--- config.mk ---
export PLATFORM = sky130hd
export DESIGN_NAME = tpwm_decoder
export DESIGN_NICKNAME = d
export VERILOG_FILES = /design/src/design/tpwm_pkg.sv /design/src/design/tpwm_decoder.sv /design/src/design/tpwm_phase_interlock.sv
export SDC_FILE = /design/constraint.sdc
export NUM_CORES = 1
export LEC_CHECK = 0
export ABC_AREA = 1
export BUFFER_PORTS_ARGS = -buffer_cell sky130_fd_sc_hd__clkbuf_2
export CORE_MARGIN = 3
export CORE_UTILIZATION = 40
export DETAILED_ROUTE_END_ITERATION = 6
export HOLD_SLACK_MARGIN = 0.12
export SKIP_LAST_GASP = 1
export SLEW_MARGIN = 30
export SYNTH_ARGS = -nofsm -noshare
export SYNTH_HDL_FRONTEND = slang
export SYNTH_SLANG_ARGS = --single-unit
--- constraint.sdc ---
create_clock -name mclk -period 1.4 [get_ports mclk]
set_clock_uncertainty 0.2 [all_clocks]
set_input_delay 0.21 -clock mclk [delete_from_list [all_inputs] [get_ports mclk]]
set_output_delay 0.21 -clock mclk [all_outputs]
set_load 0.005 [all_outputs]
--- src/design/tpwm_pkg.sv ---
// Purpose: Shared types and constants of the PWM commutation decoder.
// Assumes: One clock domain, synchronous active-low reset.
// Notes: Bit positions refer to the packed vector of the six gate inputs.
package tpwm_pkg;

    // Operating schemes, chosen by the mode strap inputs
    typedef enum logic [1:0] {
        TPWM_MODE_SIX,
        TPWM_MODE_THREE,
        TPWM_MODE_SINGLE,
        TPWM_MODE_RSVD
    } tpwm_mode_type;

    // Drive of one phase inside the single-PWM table
    typedef enum logic [1:0] {
        TPWM_DRV_OFF,
        TPWM_DRV_PWM,
        TPWM_DRV_LOW_ON
    } tpwm_drive_type;

    // Positions in the packed input vector
    localparam int unsigned IN_A_HI = 5;
    localparam int unsigned IN_A_LO = 4;
    localparam int unsigned IN_B_HI = 3;
    localparam int unsigned IN_B_LO = 2;
    localparam int unsigned IN_C_HI = 1;
    localparam int unsigned IN_C_LO = 0;
    localparam int unsigned IN_W = 6;

    // Reset values
    localparam logic [5:0] IN_RST = 6'h00;
    localparam logic [1:0] MODE_RST = 2'h0;
    localparam logic DIODE_RST = 1'b0;

    // Commutation state index codes, {a_lo, b_hi, b_lo, c_hi}
    localparam logic [3:0] CODE_AB = 4'h6;
    localparam logic [3:0] CODE_AB_CB = 4'h5;
    localparam logic [3:0] CODE_CB = 4'h4;
    localparam logic [3:0] CODE_CB_CA = 4'hd;
    localparam logic [3:0] CODE_CA = 4'hc;
    localparam logic [3:0] CODE_CA_BA = 4'h9;
    localparam logic [3:0] CODE_BA = 4'h8;
    localparam logic [3:0] CODE_BA_BC = 4'hb;
    localparam logic [3:0] CODE_BC = 4'ha;
    localparam logic [3:0] CODE_BC_AC = 4'h3;
    localparam logic [3:0] CODE_AC = 4'h2;
    localparam logic [3:0] CODE_AC_AB = 4'h7;
    localparam logic [3:0] CODE_ALIGN = 4'he;
    localparam logic [3:0] CODE_STOP = 4'h0;

endpackage : tpwm_pkg

--- src/design/tpwm_decoder.sv ---
// Purpose: Decode host PWM and GPIO levels into six gate commands.
// Assumes: Single mclk domain, rst_n synchronous and active low.
// Notes: Inputs pass a two-stage synchroniser; gates are registered.
// How it works
// Six-input: high only on 10, low on 01
// Three-input: high input drives complementary gates
// Three-input: low-side inputs are ignored
// Single-PWM: A-high modulates, four pins select
// Any duty, including continuous high, is accepted
// Single-PWM uses the live configuration settings
// Dwell held by phase C high input
// Single-PWM ignores phase C low input
// Freewheel table chosen by configuration input
// Index order aLo bHi bLo cHi; AB CB CA
// BA BC AC drive sourcing PWM, sink low
// Overlap codes ending 1 merge adjacent steps
// 1110 aligns, 0000 turns everything off
// Diode table holds PWM phase low off
// Interlock keeps phase switches never both on
// All inputs synchronised before decoding
// Mode from configuration, resets to six-input
`timescale 1ns/1ns
module tpwm_decoder (
    input wire logic mclk, // 25 MHz logic clock
    input wire logic rst_n, // Synchronous reset, active low
    input wire logic phase_a_high_input, // A high input, PWM in 1-PWM
    input wire logic phase_a_low_input, // A low input, select bit 3
    input wire logic phase_b_high_input, // B high input, select bit 2
    input wire logic phase_b_low_input, // B low input, select bit 1
    input wire logic phase_c_high_input, // C high input, dwell hold
    input wire logic phase_c_low_input, // C low input
    input wire logic [1:0] mode_select, // Scheme setting
    input wire logic diode_freewheel, // 1 selects diode table
    output logic phase_a_high_gate, // A high gate command
    output logic phase_a_low_gate, // A low gate command
    output logic phase_b_high_gate, // B high gate command
    output logic phase_b_low_gate, // B low gate command
    output logic phase_c_high_gate, // C high gate command
    output logic phase_c_low_gate // C low gate command
);

    // Synchroniser stages; stage one feeds stage two only
    logic [tpwm_pkg::IN_W-1:0] in_meta_r;
    logic [tpwm_pkg::IN_W-1:0] in_meta_nxt;
    logic [tpwm_pkg::IN_W-1:0] in_r;
    logic [tpwm_pkg::IN_W-1:0] in_nxt;
    logic [1:0] mode_meta_r;
    logic [1:0] mode_meta_nxt;
    tpwm_pkg::tpwm_mode_type mode_r;
    tpwm_pkg::tpwm_mode_type mode_nxt;
    logic diode_meta_r;
    logic diode_meta_nxt;
    logic diode_r;
    logic diode_nxt;

    // Decoded gate requests and table terms
    logic [2:0] req_hi;
    logic [2:0] req_lo;
    logic [3:0] code;
    logic pwm;
    tpwm_pkg::tpwm_drive_type drv_a;
    tpwm_pkg::tpwm_drive_type drv_b;
    tpwm_pkg::tpwm_drive_type drv_c;
    logic [1:0] gates_a;
    logic [1:0] gates_b;
    logic [1:0] gates_c;

    // High and low gate pair for one phase in single-PWM mode
    function automatic logic [1:0] phase_pair(
        input tpwm_pkg::tpwm_drive_type drv,
        input logic pwm_in,
        input logic diode
    );
        logic [1:0] pair;
        pair = 2'h0;
        case (drv)
            tpwm_pkg::TPWM_DRV_PWM: begin
                pair = {pwm_in, ~pwm_in & ~diode};
            end
            tpwm_pkg::TPWM_DRV_LOW_ON: begin
                pair = 2'h1;
            end
            default: begin
                pair = 2'h0;
            end
        endcase
        return pair;
    endfunction : phase_pair

    // Next values of the synchroniser stages
    always_comb begin
        in_meta_nxt = {phase_a_high_input, phase_a_low_input,
                       phase_b_high_input, phase_b_low_input,
                       phase_c_high_input, phase_c_low_input};
        in_nxt = in_meta_r;
        mode_meta_nxt = mode_select;
        mode_nxt = tpwm_pkg::tpwm_mode_type'(mode_meta_r);
        diode_meta_nxt = diode_freewheel;
        diode_nxt = diode_meta_r;
    end

    // Synchroniser registers, mode resets to six-input
    always_ff @(posedge mclk) begin
        if (!rst_n) begin
            in_meta_r <= tpwm_pkg::IN_RST;
            in_r <= tpwm_pkg::IN_RST;
            mode_meta_r <= tpwm_pkg::MODE_RST;
            mode_r <= tpwm_pkg::TPWM_MODE_SIX;
            diode_meta_r <= tpwm_pkg::DIODE_RST;
            diode_r <= tpwm_pkg::DIODE_RST;
        end else begin
            in_meta_r <= in_meta_nxt;
            in_r <= in_nxt;
            mode_meta_r <= mode_meta_nxt;
            mode_r <= mode_nxt;
            diode_meta_r <= diode_meta_nxt;
            diode_r <= diode_nxt;
        end
    end

    // Single-PWM index; phase C low never enters it
    assign code = {in_r[tpwm_pkg::IN_A_LO], in_r[tpwm_pkg::IN_B_HI],
                   in_r[tpwm_pkg::IN_B_LO], in_r[tpwm_pkg::IN_C_HI]};
    assign pwm = in_r[tpwm_pkg::IN_A_HI];

    // Commutation table: phase drives per state code
    always_comb begin
        drv_a = tpwm_pkg::TPWM_DRV_OFF;
        drv_b = tpwm_pkg::TPWM_DRV_OFF;
        drv_c = tpwm_pkg::TPWM_DRV_OFF;
        case (code)
            tpwm_pkg::CODE_AB: begin
                drv_a = tpwm_pkg::TPWM_DRV_PWM;
                drv_b = tpwm_pkg::TPWM_DRV_LOW_ON;
            end
            tpwm_pkg::CODE_AB_CB: begin
                drv_a = tpwm_pkg::TPWM_DRV_PWM;
                drv_b = tpwm_pkg::TPWM_DRV_LOW_ON;
                drv_c = tpwm_pkg::TPWM_DRV_PWM;
            end
            tpwm_pkg::CODE_CB: begin
                drv_b = tpwm_pkg::TPWM_DRV_LOW_ON;
                drv_c = tpwm_pkg::TPWM_DRV_PWM;
            end
            tpwm_pkg::CODE_CB_CA: begin
                drv_a = tpwm_pkg::TPWM_DRV_LOW_ON;
                drv_b = tpwm_pkg::TPWM_DRV_LOW_ON;
                drv_c = tpwm_pkg::TPWM_DRV_PWM;
            end
            tpwm_pkg::CODE_CA: begin
                drv_a = tpwm_pkg::TPWM_DRV_LOW_ON;
                drv_c = tpwm_pkg::TPWM_DRV_PWM;
            end
            tpwm_pkg::CODE_CA_BA: begin
                drv_a = tpwm_pkg::TPWM_DRV_LOW_ON;
                drv_b = tpwm_pkg::TPWM_DRV_PWM;
                drv_c = tpwm_pkg::TPWM_DRV_PWM;
            end
            tpwm_pkg::CODE_BA: begin
                drv_a = tpwm_pkg::TPWM_DRV_LOW_ON;
                drv_b = tpwm_pkg::TPWM_DRV_PWM;
            end
            tpwm_pkg::CODE_BA_BC: begin
                drv_a = tpwm_pkg::TPWM_DRV_LOW_ON;
                drv_b = tpwm_pkg::TPWM_DRV_PWM;
                drv_c = tpwm_pkg::TPWM_DRV_LOW_ON;
            end
            tpwm_pkg::CODE_BC: begin
                drv_b = tpwm_pkg::TPWM_DRV_PWM;
                drv_c = tpwm_pkg::TPWM_DRV_LOW_ON;
            end
            tpwm_pkg::CODE_BC_AC: begin
                drv_a = tpwm_pkg::TPWM_DRV_PWM;
                drv_b = tpwm_pkg::TPWM_DRV_PWM;
                drv_c = tpwm_pkg::TPWM_DRV_LOW_ON;
            end
            tpwm_pkg::CODE_AC: begin
                drv_a = tpwm_pkg::TPWM_DRV_PWM;
                drv_c = tpwm_pkg::TPWM_DRV_LOW_ON;
            end
            tpwm_pkg::CODE_AC_AB, tpwm_pkg::CODE_ALIGN: begin
                drv_a = tpwm_pkg::TPWM_DRV_PWM;
                drv_b = tpwm_pkg::TPWM_DRV_LOW_ON;
                drv_c = tpwm_pkg::TPWM_DRV_LOW_ON;
            end
            default: begin
                drv_a = tpwm_pkg::TPWM_DRV_OFF;
            end
        endcase
    end

    // Gate pairs follow the live freewheel setting
    assign gates_a = phase_pair(drv_a, pwm, diode_r);
    assign gates_b = phase_pair(drv_b, pwm, diode_r);
    assign gates_c = phase_pair(drv_c, pwm, diode_r);

    // Mode multiplexer for the gate requests
    always_comb begin
        req_hi = 3'h0;
        req_lo = 3'h0;
        case (mode_r)
            tpwm_pkg::TPWM_MODE_SIX: begin
                req_hi = {in_r[tpwm_pkg::IN_A_HI], in_r[tpwm_pkg::IN_B_HI],
                          in_r[tpwm_pkg::IN_C_HI]}
                         & ~{in_r[tpwm_pkg::IN_A_LO], in_r[tpwm_pkg::IN_B_LO],
                             in_r[tpwm_pkg::IN_C_LO]};
                req_lo = ~{in_r[tpwm_pkg::IN_A_HI], in_r[tpwm_pkg::IN_B_HI],
                           in_r[tpwm_pkg::IN_C_HI]}
                         & {in_r[tpwm_pkg::IN_A_LO], in_r[tpwm_pkg::IN_B_LO],
                            in_r[tpwm_pkg::IN_C_LO]};
            end
            tpwm_pkg::TPWM_MODE_THREE: begin
                req_hi = {in_r[tpwm_pkg::IN_A_HI], in_r[tpwm_pkg::IN_B_HI],
                          in_r[tpwm_pkg::IN_C_HI]};
                req_lo = ~req_hi;
            end
            tpwm_pkg::TPWM_MODE_SINGLE: begin
                req_hi = {gates_a[1], gates_b[1], gates_c[1]};
                req_lo = {gates_a[0], gates_b[0], gates_c[0]};
            end
            default: begin
                req_hi = 3'h0;
                req_lo = 3'h0;
            end
        endcase
    end

    // One interlock per phase, A is bit 2
    tpwm_phase_interlock u_lock_a (
        .mclk(mclk),
        .rst_n(rst_n),
        .req_hi(req_hi[2]),
        .req_lo(req_lo[2]),
        .gate_hi(phase_a_high_gate),
        .gate_lo(phase_a_low_gate)
    );
    tpwm_phase_interlock u_lock_b (
        .mclk(mclk),
        .rst_n(rst_n),
        .req_hi(req_hi[1]),
        .req_lo(req_lo[1]),
        .gate_hi(phase_b_high_gate),
        .gate_lo(phase_b_low_gate)
    );
    tpwm_phase_interlock u_lock_c (
        .mclk(mclk),
        .rst_n(rst_n),
        .req_hi(req_hi[0]),
        .req_lo(req_lo[0]),
        .gate_hi(phase_c_high_gate),
        .gate_lo(phase_c_low_gate)
    );

    // Six-input: 10 held two cycles gives high gate only
    property p_six_high;
        @(posedge mclk) disable iff (!rst_n)
        (mode_r == tpwm_pkg::TPWM_MODE_SIX && in_r[tpwm_pkg::IN_A_HI]
         && !in_r[tpwm_pkg::IN_A_LO])[*2]
        |=> phase_a_high_gate && !phase_a_low_gate;
    endproperty
    a_six_high: assert property (p_six_high)
        else $error("six-input 10 did not drive high gate");

    // Six-input: equal inputs turn both gates off
    property p_six_equal;
        @(posedge mclk) disable iff (!rst_n)
        mode_r == tpwm_pkg::TPWM_MODE_SIX
        && in_r[tpwm_pkg::IN_B_HI] == in_r[tpwm_pkg::IN_B_LO]
        |=> !phase_b_high_gate && !phase_b_low_gate;
    endproperty
    a_six_equal: assert property (p_six_equal)
        else $error("six-input equal inputs left a gate on");

    // Three-input: high input low for two cycles gives low gate
    property p_three_low;
        @(posedge mclk) disable iff (!rst_n)
        (mode_r == tpwm_pkg::TPWM_MODE_THREE
         && !in_r[tpwm_pkg::IN_C_HI])[*2]
        |=> phase_c_low_gate && !phase_c_high_gate;
    endproperty
    a_three_low: assert property (p_three_low)
        else $error("three-input complement missing");

    // Three-input: low-side pin alone never moves a request
    property p_three_ignore;
        @(posedge mclk) disable iff (!rst_n)
        mode_r == tpwm_pkg::TPWM_MODE_THREE && $stable(mode_r)
        && $stable(in_r[tpwm_pkg::IN_A_HI]) |-> $stable(req_lo[2]);
    endproperty
    a_three_ignore: assert property (p_three_ignore)
        else $error("three-input reacted to low-side pin");

    // Single-PWM: phase C low pin has no effect
    property p_single_ignore_c;
        @(posedge mclk) disable iff (!rst_n)
        mode_r == tpwm_pkg::TPWM_MODE_SINGLE && $stable(mode_r)
        && $stable(diode_r)
        && $stable(in_r[tpwm_pkg::IN_A_HI:tpwm_pkg::IN_C_HI])
        |-> $stable(req_hi) && $stable(req_lo);
    endproperty
    a_single_ignore_c: assert property (p_single_ignore_c)
        else $error("single-PWM reacted to phase C low pin");

    // Active AB with PWM high: A high, B low on, C off
    property p_active_ab;
        @(posedge mclk) disable iff (!rst_n)
        (mode_r == tpwm_pkg::TPWM_MODE_SINGLE && !diode_r
         && code == tpwm_pkg::CODE_AB && pwm)[*2]
        |=> phase_a_high_gate && phase_b_low_gate
            && !phase_c_high_gate && !phase_c_low_gate;
    endproperty
    a_active_ab: assert property (p_active_ab)
        else $error("AB state wrong in active table");

    // Diode table keeps the PWM phase low switch off
    property p_diode_low_off;
        @(posedge mclk) disable iff (!rst_n)
        (mode_r == tpwm_pkg::TPWM_MODE_SINGLE && diode_r
         && code == tpwm_pkg::CODE_CA_BA)[*2]
        |=> !phase_b_low_gate && !phase_c_low_gate && phase_a_low_gate;
    endproperty
    a_diode_low_off: assert property (p_diode_low_off)
        else $error("diode table drove low of PWM phase");

    // Stop code turns all six gates off
    property p_stop;
        @(posedge mclk) disable iff (!rst_n)
        mode_r == tpwm_pkg::TPWM_MODE_SINGLE && code == tpwm_pkg::CODE_STOP
        |=> !(phase_a_high_gate || phase_a_low_gate || phase_b_high_gate
              || phase_b_low_gate || phase_c_high_gate || phase_c_low_gate);
    endproperty
    a_stop: assert property (p_stop)
        else $error("stop code left a gate on");

    // Mode register shows six-input after reset
    property p_mode_reset;
        @(posedge mclk)
        !$past(rst_n) |-> mode_r == tpwm_pkg::TPWM_MODE_SIX;
    endproperty
    a_mode_reset: assert property (p_mode_reset)
        else $error("mode not six-input after reset");

endmodule : tpwm_decoder

--- src/design/tpwm_phase_interlock.sv ---
// Purpose: Break-before-make interlock for the two gates of one phase.
// Assumes: Requests are already synchronous to mclk.
// Notes: A gate turns on only one cycle after its partner is seen off.
`timescale 1ns/1ns
module tpwm_phase_interlock (
    input wire logic mclk, // Logic clock
    input wire logic rst_n, // Synchronous reset, active low
    input wire logic req_hi, // Requested high gate level
    input wire logic req_lo, // Requested low gate level
    output logic gate_hi, // High gate command, registered
    output logic gate_lo // Low gate command, registered
);

    logic hi_r;
    logic lo_r;
    logic hi_nxt;
    logic lo_nxt;

    // Grant a gate only when its partner is off now and not requested
    always_comb begin
        hi_nxt = req_hi & ~req_lo & ~lo_r;
        lo_nxt = req_lo & ~req_hi & ~hi_r;
    end

    // Gate registers
    always_ff @(posedge mclk) begin
        if (!rst_n) begin
            hi_r <= 1'b0;
            lo_r <= 1'b0;
        end else begin
            hi_r <= hi_nxt;
            lo_r <= lo_nxt;
        end
    end

    assign gate_hi = hi_r;
    assign gate_lo = lo_r;

    // Both gates never on together
    property p_never_both;
        @(posedge mclk) disable iff (!rst_n)
        !(hi_r && lo_r);
    endproperty
    a_never_both: assert property (p_never_both)
        else $error("both gates of a phase on");

    // Swapping sides leaves one full cycle with both gates off
    property p_gap_on_swap;
        @(posedge mclk) disable iff (!rst_n)
        (hi_r && !req_hi && req_lo) ##1 (req_lo && !req_hi)
        |-> (!hi_r && !lo_r) ##1 lo_r;
    endproperty
    a_gap_on_swap: assert property (p_gap_on_swap)
        else $error("no dead cycle on high to low swap");

endmodule : tpwm_phase_interlock

### Word-level counts from Yosys, hierarchy flattened

Index checks and enable logic that the tools add are counted.
Widths: inputs -> output; s select.

* output and inout port bits: 6
* bits of input ports: 11
* register bits after elaboration: 24

* reduce and logical (&&, ||, !) cells: 7
* equal/unequal tests: 21
* multiplexer cells: 8
* bitwise logic cells: 31

Operator list (number)
* $eq 4x4->1 const B: 7
* $pmux 2 s2: 6
* $pmux 3 s3: 2
* $reduce_or 6->1: 3
* $eq 4x3->1 const B: 4
* $reduce_or 5->1: 3
* $not 1->1: 14
* $and 1x1->1: 13
* $eq 2x1->1 const B: 4
* $eq 2x2->1 const B: 4
* $eq 4x2->1 const B: 2
* $and 3x3->3: 2
* $not 3->3: 2
* $logic_not 2->1: 1

### Logic depth before layout (Yosys ltp)

* word-level depth: 9
* gate-level depth with buffers: 12
* depth with buffers taken out: 12

### Hierarchy

From an unflattened synthesis, not the netlist that was laid out.

* cells, all modules: 170
* area, all modules: 1147.4 um^2

Modules (own cells, without submodules)
* tpwm_decoder: instances 1, cells each 134, seq. area each 360.3 um^2, area an instance 914.6 um^2
* tpwm_phase_interlock: instances 3, cells each 12, seq. area each 40.0 um^2, area an instance 77.6 um^2

### Worst setup path before layout

OpenSTA, ideal clock, no wires.

* path type: reg2reg
* start: reg in_r[4] (netlist bit)
* end: reg u_lock_c.hi_r, in the netlist u_lock_c.gate_hi
* data required time: 1090 ps
* data arrival time: 1223 ps
* buffers on the path: 1
* path slack: -134 ps
* period minus slack after synthesis: 1534 ps
* cell stages (with the launch flop): 11
* cell sequence: dfxtp_1 > buf_6 > inv_1 > o21ai_0 > nand2_1 > inv_1 > ha_1 > nor2_1 > nand2_1 > nand2_1 > nor2_1

* cells in the longest elaborated chain, start to end: 9
* elaborated cells on any way between the ends: 22
* those cells by class: eq/ne: 13; mux: 4; bitwise: 3; reduce/logical: 2

RTL lines
* start: declaration: RTL line tpwm_decoder.sv:45 `logic [tpwm_pkg::IN_W-1:0] in_r;`
* start signal: assignment: RTL line tpwm_decoder.sv:106 `in_r <= tpwm_pkg::IN_RST;`
* start signal: assignment: RTL line tpwm_decoder.sv:113 `in_r <= in_nxt;`
* $eq 4x3->1 (tied with other cells): RTL line tpwm_decoder.sv:131 `case (code)`
* $reduce_or 6->1 (no line) / $reduce_or 5->1 (equally long branches)
* $pmux 2 s2 *: RTL line tpwm_decoder.sv:131
* $eq 2x2->1 / $eq 2x1->1 (equally long branches): RTL line tpwm_decoder.sv:76 `case (drv)`
* $pmux 2 s2 *: RTL line tpwm_decoder.sv:76
* $pmux 3 s3: RTL line tpwm_decoder.sv:201 `case (mode_r)`
* $not 1->1: RTL line tpwm_phase_interlock.sv:21 `hi_nxt = req_hi & ~req_lo & ~lo_r;`
* $and 1x1->1 * (2 in a row): RTL line tpwm_phase_interlock.sv:21
* end signal: assignment: RTL line tpwm_phase_interlock.sv:31 `hi_r <= hi_nxt;`
* end: declaration: RTL line tpwm_phase_interlock.sv:14 `logic hi_r;`

Every way passes the cells marked *; elsewhere a longest branch is shown, timed or not.
A chain may end at the register's enable or synchronous reset.

### Worst setup path in the final report

Ends and elaborated chain as after synthesis.

==> results summary <==
The flow ran to the end, but the final reports show violations. The final reports fail on negative setup slack. The maximum number of buffers from clock root to sink came out at 2. The repair_antennas step left the layout with diodes totalling 0.

The synthesized instance count came out at 165. TritonCTS built the clock tree. The total CTS buffers came out at 3. The number of iterations in the first detailed-routing pass is 4. The sum of routed wire length over all layers is 2.21 mm.

The worst reg2reg path depth came out at 9. The fraction of final layout cells with drive strength greater than 1 is 0.276. Of the total synthesized cell area, the portion taken by XOR and XNOR cells is 0. The clock latency on the worst-skew pair came out at 0.30 ns. The critical path is of the flip-flop to flip-flop type. The power consumption is 1270 uW.

The via count of the first global-routing pass is 980. The final number of setup-violating endpoints is 6. The placement row count came out at 18. The clock slew seen by the registers of the worst setup and hold paths came out at 0.13 ns. The number of flip-flops and latches in the synthesized netlist is 24. The ratio of final minimum period to clock period came out at 1.13. The data arrival time of the critical path came out at 1.61 ns.

The total number of clock tree sinks came out at 24. The aggregate global-route resource usage is 0.142. The worst hold path begins at in_meta_r[1].

The largest individual stage delay along the critical path comes from the cell dfxtp_4. The total core area came out at 2570 um2. The delay contributed by the slowest stage of the critical path came out at 0.41 ns.

The horizontal extent of the die is 59.1 um. The final HPWL from detailed placement is 1.53 mm. The slew at the pin closest to its max-slew limit is 0.294 ns. Summed over all cells, the static leakage comes to 0.000875 uW.

Sorting the synthesized cells by area gives the leading types as dfxtp_1, nand2_1, inv_1. Setup repair after global routing could not meet its margin everywhere. The tree is rooted in a clkbuf_4. The combined area of all synthesized cells came out at 1130 um2. The area of the die came out at 3490 um2. The final layout net count is 221. The worst-case vdd ir drop is 0.000661 V. Across the run, the number of max-cap violations was 0. Entering global routing, the biggest net connects 19 pins. The final critical delay including setup and external delays is 1.59 ns. The flop-to-flop setup slack is -0.19 ns. Counting instances, the worst hold path has a depth of 2. The worst setup margin is -0.187 ns. The startpoint of the worst register-to-register path is in_r[4]. Routability-driven placement finished with a final weighted congestion of 0.799.

The maximum fanout along the worst path is 6. For this block, the via count after detailed routing is 1025. The share of the core filled with cells came out at 0.601.

The total number of yosys warnings came out at 0. The path class of the tightest hold or removal check is flip-flop to flip-flop. The area share of the leading cell type in the synthesized netlist is 0.426. For hold timing, the worst endpoint is in_r[1]. The max-slew violation total from the final report came out at 0.

The total I/O pin count is 17. The area added between synthesis and finish came out at 36.7%. The number of nets handed over by synthesis was 182. The initial utilization of the core area, before any placement, comes to 0.440.

The signal on the critical path passes through buf_6 -> nand3_1 -> nand2_2 -> inv_1 -> ha_1 -> nor2_1 -> nand2_1 -> nand2_1 -> nor2_1. The average instance area after synthesis came out at 6.84 um2. The count of fill cells added during filler insertion is 232. The buffering stage count on the worst path with inverters included came out at 2.

The share of the synthesized area in compound gates (AO/OA/AOI/OAI) came out at 0.0576. The library cell used most frequently in the layout, excluding fill and tap cells, is nand2_1. STA classifies the critical path endpoint as a flip-flop.

The first-pass GRT wire length is 3.88 mm. The number of hold-slack violations in the final timing report came out at 0. From bottom edge to top edge, the die measures 59.1 um. The reg-to-reg critical path endpoint is u_lock_c.gate_hi. The number of different library cells used by synthesis comes to 17.

The library cells used most frequently in the layout, excluding fill and tap cells, are nand2_1, inv_1, dfxtp_1. The portion of the post-synthesis area used by sequential elements came out at 0.426. The number of antenna violations at the first check in global routing is 0. dfxtp_1 takes more of the synthesized area than any other cell.

The iteration-0 DRC count of the detailed router is 17. The synthesized-area fraction occupied by adder cells is 0.0665. After global routing the overflow that remains totals 0. Dividing the detail-routed wire length by the instance count gives 9.47 um.

Port buffering added 16 buffers. The remaining antenna violation count came out at 0. The number of remaining DRC errors came out at 0.

Using the TritonRoute via totals, the vias-per-cell ratio works out to 4.40. The simple-gate area share of the yosys netlist is 0.283. The achievable clock frequency is 630 MHz.

The required time at the endpoint of the critical path is 1.42 ns. The H-tree level count is 1. The headroom to the max-slew limit is 0.804. By area, the combinational part of the netlist is dominated by simple AND/OR/NAND/NOR gates. The kind of cell adding the most delay to the critical path is simple AND/OR/NAND/NOR gates.

The worst setup path is launched from a flip-flop. The number of logic stages on the critical path including buffering is 9. Power spread over the standard cell area amounts to 825 nW/um2. The mux contribution to synthesized area is 0.
layout make-up:
| cell class | instances | area, um2 | share of cell area |
|---|---|---|---|
| Clock buffer | 4 | 36.3 | 0.0235 |
| Inverter | 41 | 159 | 0.103 |
| Sequential cell | 24 | 493 | 0.320 |
| Timing Repair Buffer | 38 | 287 | 0.186 |
| Multi-Input combinational cell | 96 | 531 | 0.344 |
| Tap cell | 30 | 37.5 | 0.0243 |
flip-flops by register name (all words and copies together), names as in the netlist:
| register | flops |
|---|---|
| u_lock_b.gate_lo | 1 |
| u_lock_c.gate_hi | 1 |
| diode_meta_r | 1 |
| diode_r | 1 |
| u_lock_a.gate_hi | 1 |
| u_lock_c.gate_lo | 1 |
| mode_r | 2 |
| u_lock_a.gate_lo | 1 |
| u_lock_b.gate_hi | 1 |
| mode_meta_r | 2 |
| in_r | 6 |
| in_meta_r | 6 |
where the power goes:
group / internal [uW] / switching (uW) / leakage (uW)
combinational: 96.2 / 93.0 / 0.000654
sequential: 710 / 20.7 / 0.000200
clock: 159 / 194 / 0.0000210
total: 965 / 307 / 0.000875
synthesized netlist by cell type:
cell and count:
nor3_1 1, inv_2 4, nor2_2 2, o22ai_1 2, o21ai_0 2, buf_4 1
inv_1 37, nand4_1 3, buf_2 1, nand2_1 49, nor2_1 17, buf_6 2
ha_1 6, a21oi_1 4, dfxtp_1 24, nand3_1 7, o211ai_1 3
worst min-delay path: cells and delay by family (launching register included):
family                 cells  cell delay, ns
DFF                        1            0.32
and+or+nand+nor            1            0.05
buffers and inverters      1            0.03
timing repair:
| item | 4_1_cts | 5_1_grt |
|---|---|---|
| hold endpoints to repair | 13 | 0 |
| hold buffers | 10 | 0 |
| pin swaps | 6 | 12 |
| setup buffers | 3 | 3 |
| setup endpoints to repair | 6 | 6 |
| gates resized for setup | 7 | 17 |
per-stage QoR:
step	hold WS [ns]	std cells	area, um2	setup slack [ns]	TNS [ns]
final	0.215	233	1540	-0.187	-0.915
after global routing	0.232	233	1540	-0.312	-1.71
after CTS	0.215	230	1460	-0.154	-0.803
after detailed placement	0.193	213	1270	-0.176	-0.916
after global placement	0.188	213	1270	-0.135	-0.710
after floorplan	0.103	165	1140	-0.0604	-0.261
layer usage:
layer	share of wire	track usage	routed length [um]	vias to the layer above
li1	-	-	-	564
met1	0.44	0.167	970	438
met2	0.51	0.252	1120	19
met3	0.044	0.0305	97	4
met4	0.0095	0.0518	21	0
met5	0	0	0	-
how the worst max path moves through the flow:
stage	slack, ns	end	startpoint
finish	-0.19	u_lock_c.gate_hi	in_r[4]
global route	-0.31	u_lock_b.gate_hi	in_r[2]
CTS	-0.15	u_lock_c.gate_lo	in_r[1]
detailed placement	-0.18	u_lock_c.gate_hi	in_r[4]
global placement	-0.13	u_lock_c.gate_hi	in_r[4]
floorplan	-0.06	u_lock_c.gate_hi	in_r[1]
cell families (layout without fill, tap and decap cells):
group                    count (synthesis)  count (layout)
AND/OR/NAND/NOR                         79              79
buffers and inverters                   45              83
flip-flops                              24              24
adder cells (fa/ha/maj)                  6               6
AO/OA/AOI/OAI                           11              11
(Power assumes the default switching activity.)
